===== src/hw/iopc_pkg.sv =====
// Package for the I/O port configuration block: register map, reset
// values, per-port capability masks, bus kinds and carrier structs.
// Assumes an 8-bit host bus on the device clock and four ports of up to 8 pins.
package iopc_pkg;

  localparam int IOPC_NPORT = 4;
  localparam int IOPC_PW = 8;

  // Byte offsets from the base of io_register_space; low two bits pick the port
  localparam logic [7:0] IOPC_OFS_DIN = 8'h00;
  localparam logic [7:0] IOPC_OFS_DOUT = 8'h04;
  localparam logic [7:0] IOPC_OFS_MODE = 8'h08;
  localparam logic [7:0] IOPC_OFS_DIR = 8'h0C;
  localparam logic [7:0] IOPC_OFS_DRV = 8'h10;
  localparam logic [7:0] IOPC_OFS_OEN = 8'h14;
  localparam logic [7:0] IOPC_OFS_MMC = 8'h18;

  localparam logic [7:0] IOPC_REG_RST = 8'h00;
  localparam logic [15:0] IOPC_ALAT_RST = 16'h0000;
  localparam logic [7:0] IOPC_MMC_MASK = 8'h80;
  localparam int IOPC_PERIPH_BIT = 7;
  localparam int IOPC_MODE_PORTS = 2;

  // Index 3 is Port D, index 0 is Port A
  localparam logic [3:0][7:0] IOPC_PIN_MASK = {8'h07, 8'hFF, 8'hFF, 8'hFF};
  localparam logic [3:0][7:0] IOPC_OE_MASK = {8'h00, 8'hFF, 8'hFF, 8'hFF};
  localparam logic [3:0][7:0] IOPC_OD_CAP = {8'h00, 8'hFF, 8'hF0, 8'hF0};
  localparam logic [3:0][7:0] IOPC_SLEW_CAP = {8'h07, 8'h00, 8'h0F, 8'h0F};

  typedef enum logic [1:0] {
    IOPC_BUS_MUX = 2'h0,
    IOPC_BUS_PAGE = 2'h1,
    IOPC_BUS_NONMUX = 2'h3,
    IOPC_BUS_EXT = 2'h2
  } iopc_bus_kind_t;

  typedef logic [3:0][7:0] iopc_pins_t;

  typedef struct packed {
    logic sel;
    logic wr;
    logic rd;
    logic ale;
    logic [15:0] addr;
    logic [7:0] wdata;
  } iopc_bus_t;

  typedef struct packed {
    iopc_pins_t dout;
    logic [1:0][7:0] mode;
    iopc_pins_t dir;
    iopc_pins_t drv;
    logic [7:0] mmc;
  } iopc_regs_t;

  typedef struct packed {
    iopc_regs_t regs;
    logic [15:0] alat;
    iopc_pins_t sync1;
    iopc_pins_t sync2;
    iopc_pins_t input_latch_cell;
    logic [7:0] rdata;
    logic rvalid;
  } iopc_state_t;

  typedef struct packed {
    logic out;
    logic oe;
    logic fast;
  } iopc_cell_t;

endpackage


===== src/hw/iopc_pin_cell.sv =====
// One pin driver stage: registers the wanted drive and level and applies
// open-drain and slew selection. Drives the three pad signals of one pin.
// Assumes the pad wire is resolved outside from out and oe.
module iopc_pin_cell
  import iopc_pkg::*;
(
  input wire logic clock_i,
  input wire logic rst_i,
  input wire logic ce_i,
  input wire logic drive_i,
  input wire logic value_i,
  input wire logic od_i,
  input wire logic fast_i,
  output logic pad_out_o,
  output logic pad_oe_o,
  output logic slew_fast_o
);

  iopc_cell_t c_reg;
  iopc_cell_t c_next;

  always_comb begin
    c_next = c_reg;
    if (ce_i) begin
      c_next.fast = fast_i;
      if (od_i) begin
        // Open drain only ever pulls low; pull-up is external
        c_next.out = 1'b0;
        c_next.oe = drive_i & ~value_i;
      end else begin
        c_next.out = value_i;
        c_next.oe = drive_i;
      end
    end
  end

  always_ff @(posedge clock_i or posedge rst_i) begin
    if (rst_i) begin
      c_reg <= '0;
    end else begin
      c_reg <= c_next;
    end
  end

  assign pad_out_o = c_reg.out;
  assign pad_oe_o = c_reg.oe;
  assign slew_fast_o = c_reg.fast;

endmodule


===== src/hw/iopc_top.sv =====
// I/O port configuration for four ports: configuration registers on the
// host bus, address-out and peripheral/data-port muxing, input latch cells.
// Assumes host bus, logic-array terms and straps are on clock_i; pads are not.
module iopc_top
  import iopc_pkg::*;
#(
  parameter logic [7:0] JTAG_PIN_MASK = 8'h0F,
  parameter int JTAG_TDO_BIT = 3
)
(
  input wire logic clock_i,
  input wire logic rst_i,
  input wire logic ce_i,
  input wire iopc_bus_t bus_i,
  input wire iopc_bus_kind_t bus_kind_i,
  input wire logic [2:0][7:0] oe_term_i,
  input wire iopc_pins_t addr_in_sel_i,
  input wire logic periph_select_a_i,
  input wire logic periph_select_b_i,
  input wire logic jtag_en_i,
  input wire logic jtag_tdo_i,
  input wire logic jtag_tdo_oe_i,
  input wire iopc_pins_t pad_in_i,
  output iopc_pins_t pad_out_o,
  output iopc_pins_t pad_oe_o,
  output iopc_pins_t slew_fast_o,
  output iopc_pins_t input_latch_cell_o,
  output logic [7:0] rdata_o,
  output logic rvalid_o
);

  iopc_state_t s_reg;
  iopc_state_t s_next;

  iopc_pins_t pin_drive;
  iopc_pins_t pin_val;
  iopc_pins_t pin_od;
  iopc_pins_t pin_fast;

  logic reg_wr;
  logic reg_rd;
  logic [7:0] grp;
  logic [1:0] prt;
  logic periph_on;
  logic psel_any;
  logic periph_rd;
  logic dataport_on;
  logic [7:0] rd_mux;

  // Address-out nibble map
  // Returns {valid, nibble index}; nibble k is address bits 4k+3..4k.
  function automatic logic [2:0] addr_nib(input iopc_bus_kind_t k, input logic port_b, input logic hi);
    case (k)
      IOPC_BUS_MUX: addr_nib = {1'b1, 1'b0, hi};
      IOPC_BUS_PAGE: addr_nib = {port_b, 1'b1, hi};
      IOPC_BUS_EXT: addr_nib = port_b ? {~hi, 2'b10} : {hi, 2'b01};
      IOPC_BUS_NONMUX: addr_nib = {port_b, 1'b0, hi};
      default: addr_nib = 3'h0;
    endcase
  endfunction

  assign reg_wr = bus_i.sel & bus_i.wr;
  assign reg_rd = bus_i.sel & bus_i.rd & ~bus_i.wr;
  assign grp = {bus_i.addr[7:2], 2'b00};
  assign prt = bus_i.addr[1:0];

  assign periph_on = s_reg.regs.mmc[IOPC_PERIPH_BIT];
  assign psel_any = periph_select_a_i | periph_select_b_i;
  assign periph_rd = periph_on & psel_any & bus_i.rd & ~bus_i.sel;
  assign dataport_on = (bus_kind_i == IOPC_BUS_NONMUX);

  always_comb begin
    case (grp)
      IOPC_OFS_DIN: rd_mux = s_reg.sync2[prt] & IOPC_PIN_MASK[prt];
      IOPC_OFS_DOUT: rd_mux = s_reg.regs.dout[prt];
      IOPC_OFS_MODE: rd_mux = prt < 2'd2 ? s_reg.regs.mode[prt[0]] : IOPC_REG_RST;
      IOPC_OFS_DIR: rd_mux = s_reg.regs.dir[prt];
      IOPC_OFS_DRV: rd_mux = s_reg.regs.drv[prt];
      IOPC_OFS_OEN: rd_mux = pad_oe_o[prt];
      IOPC_OFS_MMC: rd_mux = prt == 2'd0 ? s_reg.regs.mmc : IOPC_REG_RST;
      default: rd_mux = IOPC_REG_RST;
    endcase
  end

  always_comb begin
    s_next = s_reg;
    if (ce_i) begin
      s_next.sync1 = pad_in_i;
      s_next.sync2 = s_reg.sync1;
      s_next.rvalid = 1'b0;
      if (bus_i.ale) begin
        s_next.alat = bus_i.addr;
      end
      // Latch cells picked by addr_in_sel_i close when the strobe drops; others follow sync2
      for (int p = 0; p < IOPC_NPORT; p++) begin
        for (int b = 0; b < IOPC_PW; b++) begin
          if (!(addr_in_sel_i[p][b] && !bus_i.ale)) begin
            s_next.input_latch_cell[p][b] = s_reg.sync2[p][b];
          end
        end
      end
      if (reg_wr) begin
        case (grp)
          IOPC_OFS_DOUT: s_next.regs.dout[prt] = bus_i.wdata;
          // Ports C and D have no mode register
          IOPC_OFS_MODE: begin
            if (prt < 2'd2) begin
              s_next.regs.mode[prt[0]] = bus_i.wdata;
            end
          end
          // Port D keeps three direction bits
          IOPC_OFS_DIR: s_next.regs.dir[prt] = bus_i.wdata & IOPC_PIN_MASK[prt];
          IOPC_OFS_DRV: s_next.regs.drv[prt] = bus_i.wdata & (IOPC_OD_CAP[prt] | IOPC_SLEW_CAP[prt]);
          IOPC_OFS_MMC: begin
            if (prt == 2'd0) begin
              s_next.regs.mmc = bus_i.wdata & IOPC_MMC_MASK;
            end
          end
          default: s_next.regs = s_reg.regs;
        endcase
      end
      if (reg_rd) begin
        s_next.rdata = rd_mux;
        s_next.rvalid = 1'b1;
      end else if (periph_rd) begin
        // Buffered peripheral data comes back through the read port
        s_next.rdata = s_reg.sync2[0];
        s_next.rvalid = 1'b1;
      end
    end
  end

  always_ff @(posedge clock_i or posedge rst_i) begin
    if (rst_i) begin
      s_reg <= '0;
    end else begin
      s_reg <= s_next;
    end
  end

  for (genvar p = 0; p < IOPC_NPORT; p++) begin : g_port
    for (genvar b = 0; b < IOPC_PW; b++) begin : g_pin
      logic io_drive;
      logic io_val;
      logic [2:0] nib;
      logic addr_out;

      // Direction ORed with enable term on A-C
      // Port D takes no enable term; the p < 3 test gives it a constant 0
      assign io_drive = s_reg.regs.dir[p][b] | (p < 3 ? oe_term_i[p % 3][b] & IOPC_OE_MASK[p][b] : 1'b0);
      assign nib = addr_nib(bus_kind_i, p == 1, b >= 4);

      if (p < IOPC_MODE_PORTS) begin : g_mode
        assign addr_out = s_reg.regs.mode[p][b] & nib[2];
      end else begin : g_nomode
        assign addr_out = 1'b0;
      end

      // Output data register feeds software-mode pins
      assign io_val = addr_out ? s_reg.alat[{nib[1:0], 2'b00} + (b % 4)] : s_reg.regs.dout[p][b];

      always_comb begin
        pin_drive[p][b] = io_drive & IOPC_PIN_MASK[p][b];
        pin_val[p][b] = io_val;
        if (p == 0 && dataport_on) begin
          // Port A is the host data bus
          pin_drive[p][b] = s_reg.rvalid;
          pin_val[p][b] = s_reg.rdata[b];
        end else if (p == 0 && periph_on) begin
          // Float unless a peripheral select is active during a host write with sel low
          pin_drive[p][b] = psel_any & bus_i.wr & ~bus_i.sel;
          pin_val[p][b] = bus_i.wdata[b];
        end else if (p == 2 && jtag_en_i && JTAG_PIN_MASK[b]) begin
          // Programming port takes over its Port C pins
          pin_drive[p][b] = (b == JTAG_TDO_BIT) & jtag_tdo_oe_i;
          pin_val[p][b] = jtag_tdo_i;
        end
      end

      // Open drain where the pin allows it
      assign pin_od[p][b] = s_reg.regs.drv[p][b] & IOPC_OD_CAP[p][b];
      // Fast slew where the pin allows it
      assign pin_fast[p][b] = s_reg.regs.drv[p][b] & IOPC_SLEW_CAP[p][b];

      iopc_pin_cell u_cell (
        .clock_i(clock_i),
        .rst_i(rst_i),
        .ce_i(ce_i),
        .drive_i(pin_drive[p][b]),
        .value_i(pin_val[p][b]),
        .od_i(pin_od[p][b]),
        .fast_i(pin_fast[p][b]),
        .pad_out_o(pad_out_o[p][b]),
        .pad_oe_o(pad_oe_o[p][b]),
        .slew_fast_o(slew_fast_o[p][b])
      );
    end
  end

  assign input_latch_cell_o = s_reg.input_latch_cell;
  assign rdata_o = s_reg.rdata;
  assign rvalid_o = s_reg.rvalid;
endmodule


===== config.mk =====
export PLATFORM = sky130hd
export DESIGN_NAME = iopc_top
export DESIGN_NICKNAME = d
export VERILOG_FILES = /design/src/hw/iopc_pkg.sv /design/src/hw/iopc_pin_cell.sv /design/src/hw/iopc_top.sv
export SDC_FILE = /design/constraint.sdc
export NUM_CORES = 1
export LEC_CHECK = 0
export ABC_CLOCK_PERIOD_IN_PS = 9900
export BUFFER_PORTS_ARGS = -buffer_cell sky130_fd_sc_hd__buf_2
export CORE_UTILIZATION = 45
export CTS_BUF_LIST = sky130_fd_sc_hd__clkbuf_16
export DETAILED_ROUTE_END_ITERATION = 7
export GPL_TIMING_DRIVEN = 1
export PLACE_DENSITY = 0.68
export SETUP_SLACK_MARGIN = 0.3
export SYNTH_ARGS = -nofsm -noshare
export SYNTH_HDL_FRONTEND = slang
export SYNTH_SLANG_ARGS = --single-unit

===== constraint.sdc =====
create_clock -name clock_i -period 9.9 [get_ports clock_i]
set_input_delay 0.495 -clock clock_i [delete_from_list [all_inputs] [get_ports clock_i]]
set_output_delay 0.495 -clock clock_i [all_outputs]
set_load 0.005 [all_outputs]

==> results.py, run 1 <==
metrics = {
    "timing": {
        "finalSetupViolCount": 0,
        "final_hold_viol_count": 0,
        "worstMarginPinSlew_ns": 1.12,
        "max_slew_margin": 0.251,
        "drv_slew": 0,
        "finClkSkew_ns": 0.0210,
        "fin_crit_sh": 0.267,
        "tns_ns": 0,
        "finalCriticalPeriod_ns": 2.64,
        "rsz0062_at_grt": "no",
        "setup_ws_ns": 7.26,
        "max_freq_mhz": 378,
    },
    "route": {
        "final_antenna_net_count": 0,
        "via_per_inst": 5.59,
        "routedWlPerCell_um": 21.8,
        "first_pass_iters": 5,
        "wirelength_um": 39200,
        "drc": 0,
        "first_iter_violations": 761,
        "vias": 10070,
    },
    "clock_tree": {
        "cts_root_buf": "clkbuf_16",
        "clk_pin_slew_ns": 0.06,
        "cts_buffers": 35,
        "hold_buffers": 0,
        "clockBufferDepth": 3,
        "htree_num_levels": 2,
        "cts.sinks": 304,
        "cts.repair.resized": 0,
        "insertion_delay_ns": 0.52,
        "tritoncts": "yes",
        "postCtsSetupBuffers": 0,
    },
    "place": {
        "numPortBuffers": 236,
        "dp.cells": 1736,
        "dp_slack_ns": 6.72,
        "place_congestion": 0.867,
        "dp_hpwl_um": 27200,
    },
    "pwr": {
        "power_w": 0.00297,
        "clkPwrFrac": 0.413,
        "power.switching_w": 0.000752,
        "switching_share": 0.253,
        "vdd_drop_max_uv": 99.1,
        "power_density_nw_per_um2": 176,
        "power.share.sequential": 0.476,
        "p_leak_nw": 8.03,
        "intPower_w": 0.00222,
        "combPwrFrac": 0.111,
    },
    "yosys": {
        "synth_seq_cells": 304,
        "synth_cells": 1225,
        "avgSynthCellArea_um2": 12.4,
        "synth_area_leaders": "dfrtp_1, mux2_2, buf_4",
        "synth.distinct_cells": 55,
        "ys_seq_area_frac": 0.500,
        "yosysWarnings": 0,
        "yosys.area.top_type_share": 0.500,
        "netlist_area_um2": 15200,
        "async_reset_ff_frac": 1.00,
        "synth_top_cell_by_area": "dfrtp_1",
        "synth_ff_type": "dfrtp_1",
        "synth_edf_count": 0,
    },
    "critical_path": {
        "startpoint_type": "input pin",
        "cp.required_ns": 10.35,
        "cp_max_fo": 54,
        "path_class": "in2reg",
        "worstPathArrival_ns": 3.10,
        "cp-end-kind": "flip-flop",
    },
    "floorplan": {
        "core_um2": 32900,
        "dieArea_um2": 34500,
        "die_w_um": 186,
        "ios": 263,
        "die_h_um": 186,
        "row_count": 66,
        "start_util": 0.463,
    },
    "global_routing": {
        "grt_pass1_vias": 10185,
        "grt_overflow": 0,
        "antenna_found_initial": 2,
        "track_usage": 0.234,
        "grt_max_degree": 174,
        "grt_pass1_wl_um": 60500,
    },
    "cells_and_area": {
        "layout-drive-gt1-share": 0.442,
        "synthToLayoutAreaGrowth_pct": 11.1,
        "largest_reg_flops": 141,
        "final_cell_mix": "dfrtp_1, mux2_2, buf_2, inv_1, nor2_1",
        "final_common_cell": "dfrtp_1",
        "register_area_um2": 7610,
        "multi_input_area_um2": 6190,
        "final_cells": 1800,
        "fillers": 2938,
        "num-nets-final": 1464,
    },
    "outcome": {
        "outcome": "finished clean",
    },
    "flow_run": {
        "maxCapViolations": 0,
    },
    "min_path": {
        "hp-class": "in2async",
    },
}
[cells by family (layout without fill, tap and decap cells)]
group / count (synthesis) / in the layout / synth area share
other: 1 / 28 / 0.000247
AOI/OAI and AO/OA: 164 / 164 / 0.0717
DFF: 304 / 304 / 0.500
muxes: 320 / 320 / 0.260
and+or+nand+nor: 176 / 176 / 0.0634
buffers and inverters: 253 / 359 / 0.0989
adders and majority gates: 7 / 7 / 0.00576
[Yosys cell counts (5+ instances only)]
master,n
clkbuf_1,42
a41oi_1,5
nor3_1,5
o22ai_1,7
a21boi_0,9
a31oi_1,5
o2bb2ai_1,10
mux2i_1,30
o21ai_0,46
dfrtp_1,304
buf_4,140
mux2_2,253
a221o_1,5
a21oi_1,25
nor2_1,57
buf_1,7
nor2b_1,23
nand2_1,39
a22oi_1,19
o211ai_1,8
or3_1,9
inv_1,56
buf_2,5
a311oi_1,8
nor2_4,10
ha_1,7
mux4_2,34
[power groups by stage]
stage               registers, W  clock network [W]  logic (W)
floorplan                0.00140                  0   0.000281
global placement         0.00143                  0   0.000325
detailed placement       0.00144                  0   0.000333
CTS                      0.00142            0.00125   0.000335
global route             0.00143            0.00130   0.000363
finish                   0.00141            0.00123   0.000329
[worst paths after layout]
path / slack, ns / cells past startpoint / start / to
min in group clock_i: 0.20 / 2 / pad_in_i[31] / s_reg[104]
setup / recovery: 7.26 / 7 / bus_i[8] / rdata_o[3]
hold reg to reg: 0.49 / 1 / g_port[3].g_pin[4].io_drive / g_port[3].g_pin[4].io_drive
setup reg to reg: 7.89 / 5 / s_reg[111] / g_port[0].g_pin[2].u_cell.pad_out_o
hold / removal: 0.19 / 2 / rst_i / s_reg[54]
max in group asynchronous: 8.27 / 3 / rst_i / g_port[1].g_pin[1].u_cell.slew_fast_o
[through the flow]
step           hold WS [ns]  utilization  cell area, um^2
2_1_floorplan         0.459            -            15300
3_3_place_gp          0.482        0.481            15800
3_5_place_dp          0.487        0.481            15800
4_1_cts               0.189        0.514            16900
5_1_grt               0.189        0.514            16900
6_report              0.187        0.514            16900
[cell type report]
| cell class | count | share of cell area |
|---|---|---|
| clock inverters | 26 | 0.0110 |
| inverters | 56 | 0.0129 |
| multi-input cells | 693 | 0.366 |
| well taps | 442 | 0.0327 |
| flip-flops and latches | 304 | 0.450 |
| clock buffers | 36 | 0.0533 |
| repair buffers | 241 | 0.0732 |
| diodes | 2 | 0.000296 |
[metal layers]
metal,GRT usage,wire (um),vias up
li1,-,-,4412
met1,0.314,16400,5168
met2,0.377,18900,404
met3,0.0399,2620,86
met4,0.0921,1320,0
met5,0,0,-
[critical path: stages]
cell and delay (ns):
buf_2 0.08, buf_4 0.69, nor2b_1 0.94, o2bb2ai_1 0.26, a22oi_1 0.14, a41oi_1 0.30
a221o_1 0.16
Note: power is estimated with default switching activity, not from simulation.
==> inputs of run 2 (changes only) <==
ABC_AREA = 1   (was not set)
ABC_CLOCK_PERIOD_IN_PS = 2730   (was 9900)
clock period = 2.73 ns   (was 9.9 ns; I/O delays follow)
==> run 2 against run 1 <==
Net effect: synthesized cell count up 60%; critical endpoint is now rdata_o[0]; cell count up 44%; design area up 4.7%.
==> results.py, run 2 <==
metrics = {
    "place": {
        "dp_hpwl_um": 35100,
        "numPortBuffers": 236,
        "place_congestion": 0.956,
        "dp.cells": 2465,
    },
    "yosys": {
        "avgSynthCellArea_um2": 7.80,
        "netlist_area_um2": 15300,
        "yosys.area.top_type_share": 0.498,
        "async_reset_ff_frac": 1.00,
        "ys_seq_area_frac": 0.498,
        "synthTopCellsByCount": "nand2_1, dfrtp_1, o21ai_0",
        "synth_top_cell_by_area": "dfrtp_1",
        "synth_edf_count": 0,
        "synth_cells": 1958,
        "synth_area_leaders": "dfrtp_1, nand2_1, o21ai_0",
        "synth.most_common_cell": "nand2_1",
        "synth_ff_type": "dfrtp_1",
        "yosysWarnings": 0,
        "synth.distinct_cells": 32,
        "synth_seq_cells": 304,
    },
    "cells_and_area": {
        "final_cell_mix": "nand2_1, dfrtp_1, buf_2, o21ai_0, inv_1",
        "diodes": 0,
        "final_common_cell": "nand2_1",
        "register_area_um2": 7610,
        "multi_input_area_um2": 6010,
        "largest_reg_flops": 141,
        "synthToLayoutAreaGrowth_pct": 15.9,
        "fillers": 3264,
        "final_cells": 2585,
        "num-nets-final": 2247,
        "layout-drive-gt1-share": 0.168,
    },
    "pwr": {
        "power.share.sequential": 0.463,
        "power_w": 0.0110,
        "vdd_drop_max_uv": 404,
        "power.switching_w": 0.00292,
        "power_density_nw_per_um2": 621,
        "switching_share": 0.266,
        "intPower_w": 0.00808,
        "combPwrFrac": 0.119,
        "p_leak_nw": 9.26,
        "clkPwrFrac": 0.418,
    },
    "critical_path": {
        "cp_max_fo": 6,
        "worstPathArrival_ns": 2.48,
        "cp-end-kind": "flip-flop",
        "startpoint_type": "input pin",
        "cp.required_ns": 3.17,
        "path_class": "in2reg",
    },
    "route": {
        "wirelength_um": 49200,
        "maxUsedRoutingLayer": "met4",
        "met1_length_um": 21700,
        "first_pass_iters": 5,
        "first_iter_violations": 1127,
        "wl_met3_um": 2910,
        "routedWlPerCell_um": 19.0,
        "vias": 13348,
        "wl_met2_um": 22900,
        "via_per_inst": 5.16,
        "drc": 0,
        "final_antenna_net_count": 0,
    },
    "timing": {
        "finalSetupViolCount": 0,
        "fin_hold_ws_ns": 0.0184,
        "max_freq_mhz": 491,
        "max_slew_margin": 0.442,
        "finClkSkew_ns": 0.0159,
        "worstMarginPinSlew_ns": 0.837,
        "finalCriticalPeriod_ns": 2.04,
        "drv_slew": 0,
        "rsz0062_at_grt": "no",
        "final_hold_viol_count": 0,
        "tns_ns": 0,
        "fin_crit_sh": 0.747,
    },
    "floorplan": {
        "core_um2": 33400,
        "dieArea_um2": 34700,
        "die_h_um": 186,
        "die_w_um": 186,
        "ios": 263,
        "row_count": 67,
        "start_util": 0.456,
    },
    "clock_tree": {
        "cts.sinks": 304,
        "clk_pin_slew_ns": 0.06,
        "hold_buffers": 60,
        "insertion_delay_ns": 0.52,
        "clockBufferDepth": 3,
        "tritoncts": "yes",
        "cts_root_buf": "clkbuf_16",
        "cts_buffers": 35,
        "postCtsSetupBuffers": 0,
        "htree_num_levels": 2,
        "cts.repair.resized": 0,
    },
    "min_path": {
        "hp-class": "in2reg",
    },
    "global_routing": {
        "track_usage": 0.283,
        "grt_max_degree": 189,
        "grt_pass1_vias": 12642,
        "grt_pass1_wl_um": 73700,
        "antenna_found_initial": 0,
        "grt_overflow": 0,
    },
    "outcome": {
        "outcome": "finished clean",
    },
    "flow_run": {
        "maxCapViolations": 0,
    },
}
run 2: final cells by class:
cell class | instances | share of cell area
multi-input combinational | 1355 | 0.339
clock inverter | 25 | 0.0125
sequential | 304 | 0.430
inverter | 95 | 0.0206
clock buffer | 35 | 0.0495
timing repair buffer | 323 | 0.117
tap | 448 | 0.0317
run 2: through the flow:
stage          utilization  area [um^2]  setup slack, ns
2_1_floorplan            -        15400            -1.45
3_3_place_gp         0.478        16000            0.585
3_5_place_dp         0.478        16000            0.559
4_1_cts              0.529        17700            0.726
5_1_grt              0.529        17700            0.530
6_report             0.529        17700            0.692
run 2: final timing paths:
path	startpoint	to	slack, ns	depth (start not counted)
worst max-delay path	bus_i[14]	rdata_o[0]	0.69	11
worst min-delay path	oe_term_i[20]	g_port[2].g_pin[4].u_cell.pad_oe_o	0.02	3
worst max register to register	periph_on	g_port[0].g_pin[4].u_cell.pad_oe_o	0.85	7
worst min register to register	g_port[3].g_pin[5].io_drive	g_port[3].g_pin[5].io_drive	0.47	2
max in group asynchronous	rst_i	s_reg[78]	1.59	4
min in group asynchronous	rst_i	s_reg[66]	0.27	3
run 2: cell families after synthesis:
| family | count (synthesis) | synth area share |
|---|---|---|
| compound gates | 321 | 0.109 |
| flops | 304 | 0.498 |
| buf+inv | 324 | 0.115 |
| simple gates | 965 | 0.245 |
| fa+ha+maj | 7 | 0.00574 |
| mux | 36 | 0.0265 |
| other cells | 1 | 0.000246 |
run 2: power by group through the flow:
stage	logic [W]	clock network (W)	registers [W]
2_1_floorplan	0.000965	0	0.00507
4_1_cts	0.00131	0.00467	0.00509
5_1_grt	0.00148	0.00483	0.00513
3_5_place_dp	0.00124	0	0.00517
6_report	0.00131	0.00459	0.00510
3_3_place_gp	0.00122	0	0.00516
run 2: layer usage:
metal / global-route usage / vias up
li1: - / 6370
met1: 0.388 / 6401
met2: 0.458 / 472
met3: 0.0430 / 105
met4: 0.100 / 0
met5: 0 / -
run 2: worst max-delay path, stage by stage:
cell	delay, ns
dlygate4sd3_1	0.54
buf_2	0.13
nor2_2	0.19
nand2_2	0.17
nor2_1	0.52
inv_1	0.15
nor2_1	0.31
nor2_1	0.09
nand2_1	0.07
nand2_1	0.04
a21oi_1	0.12
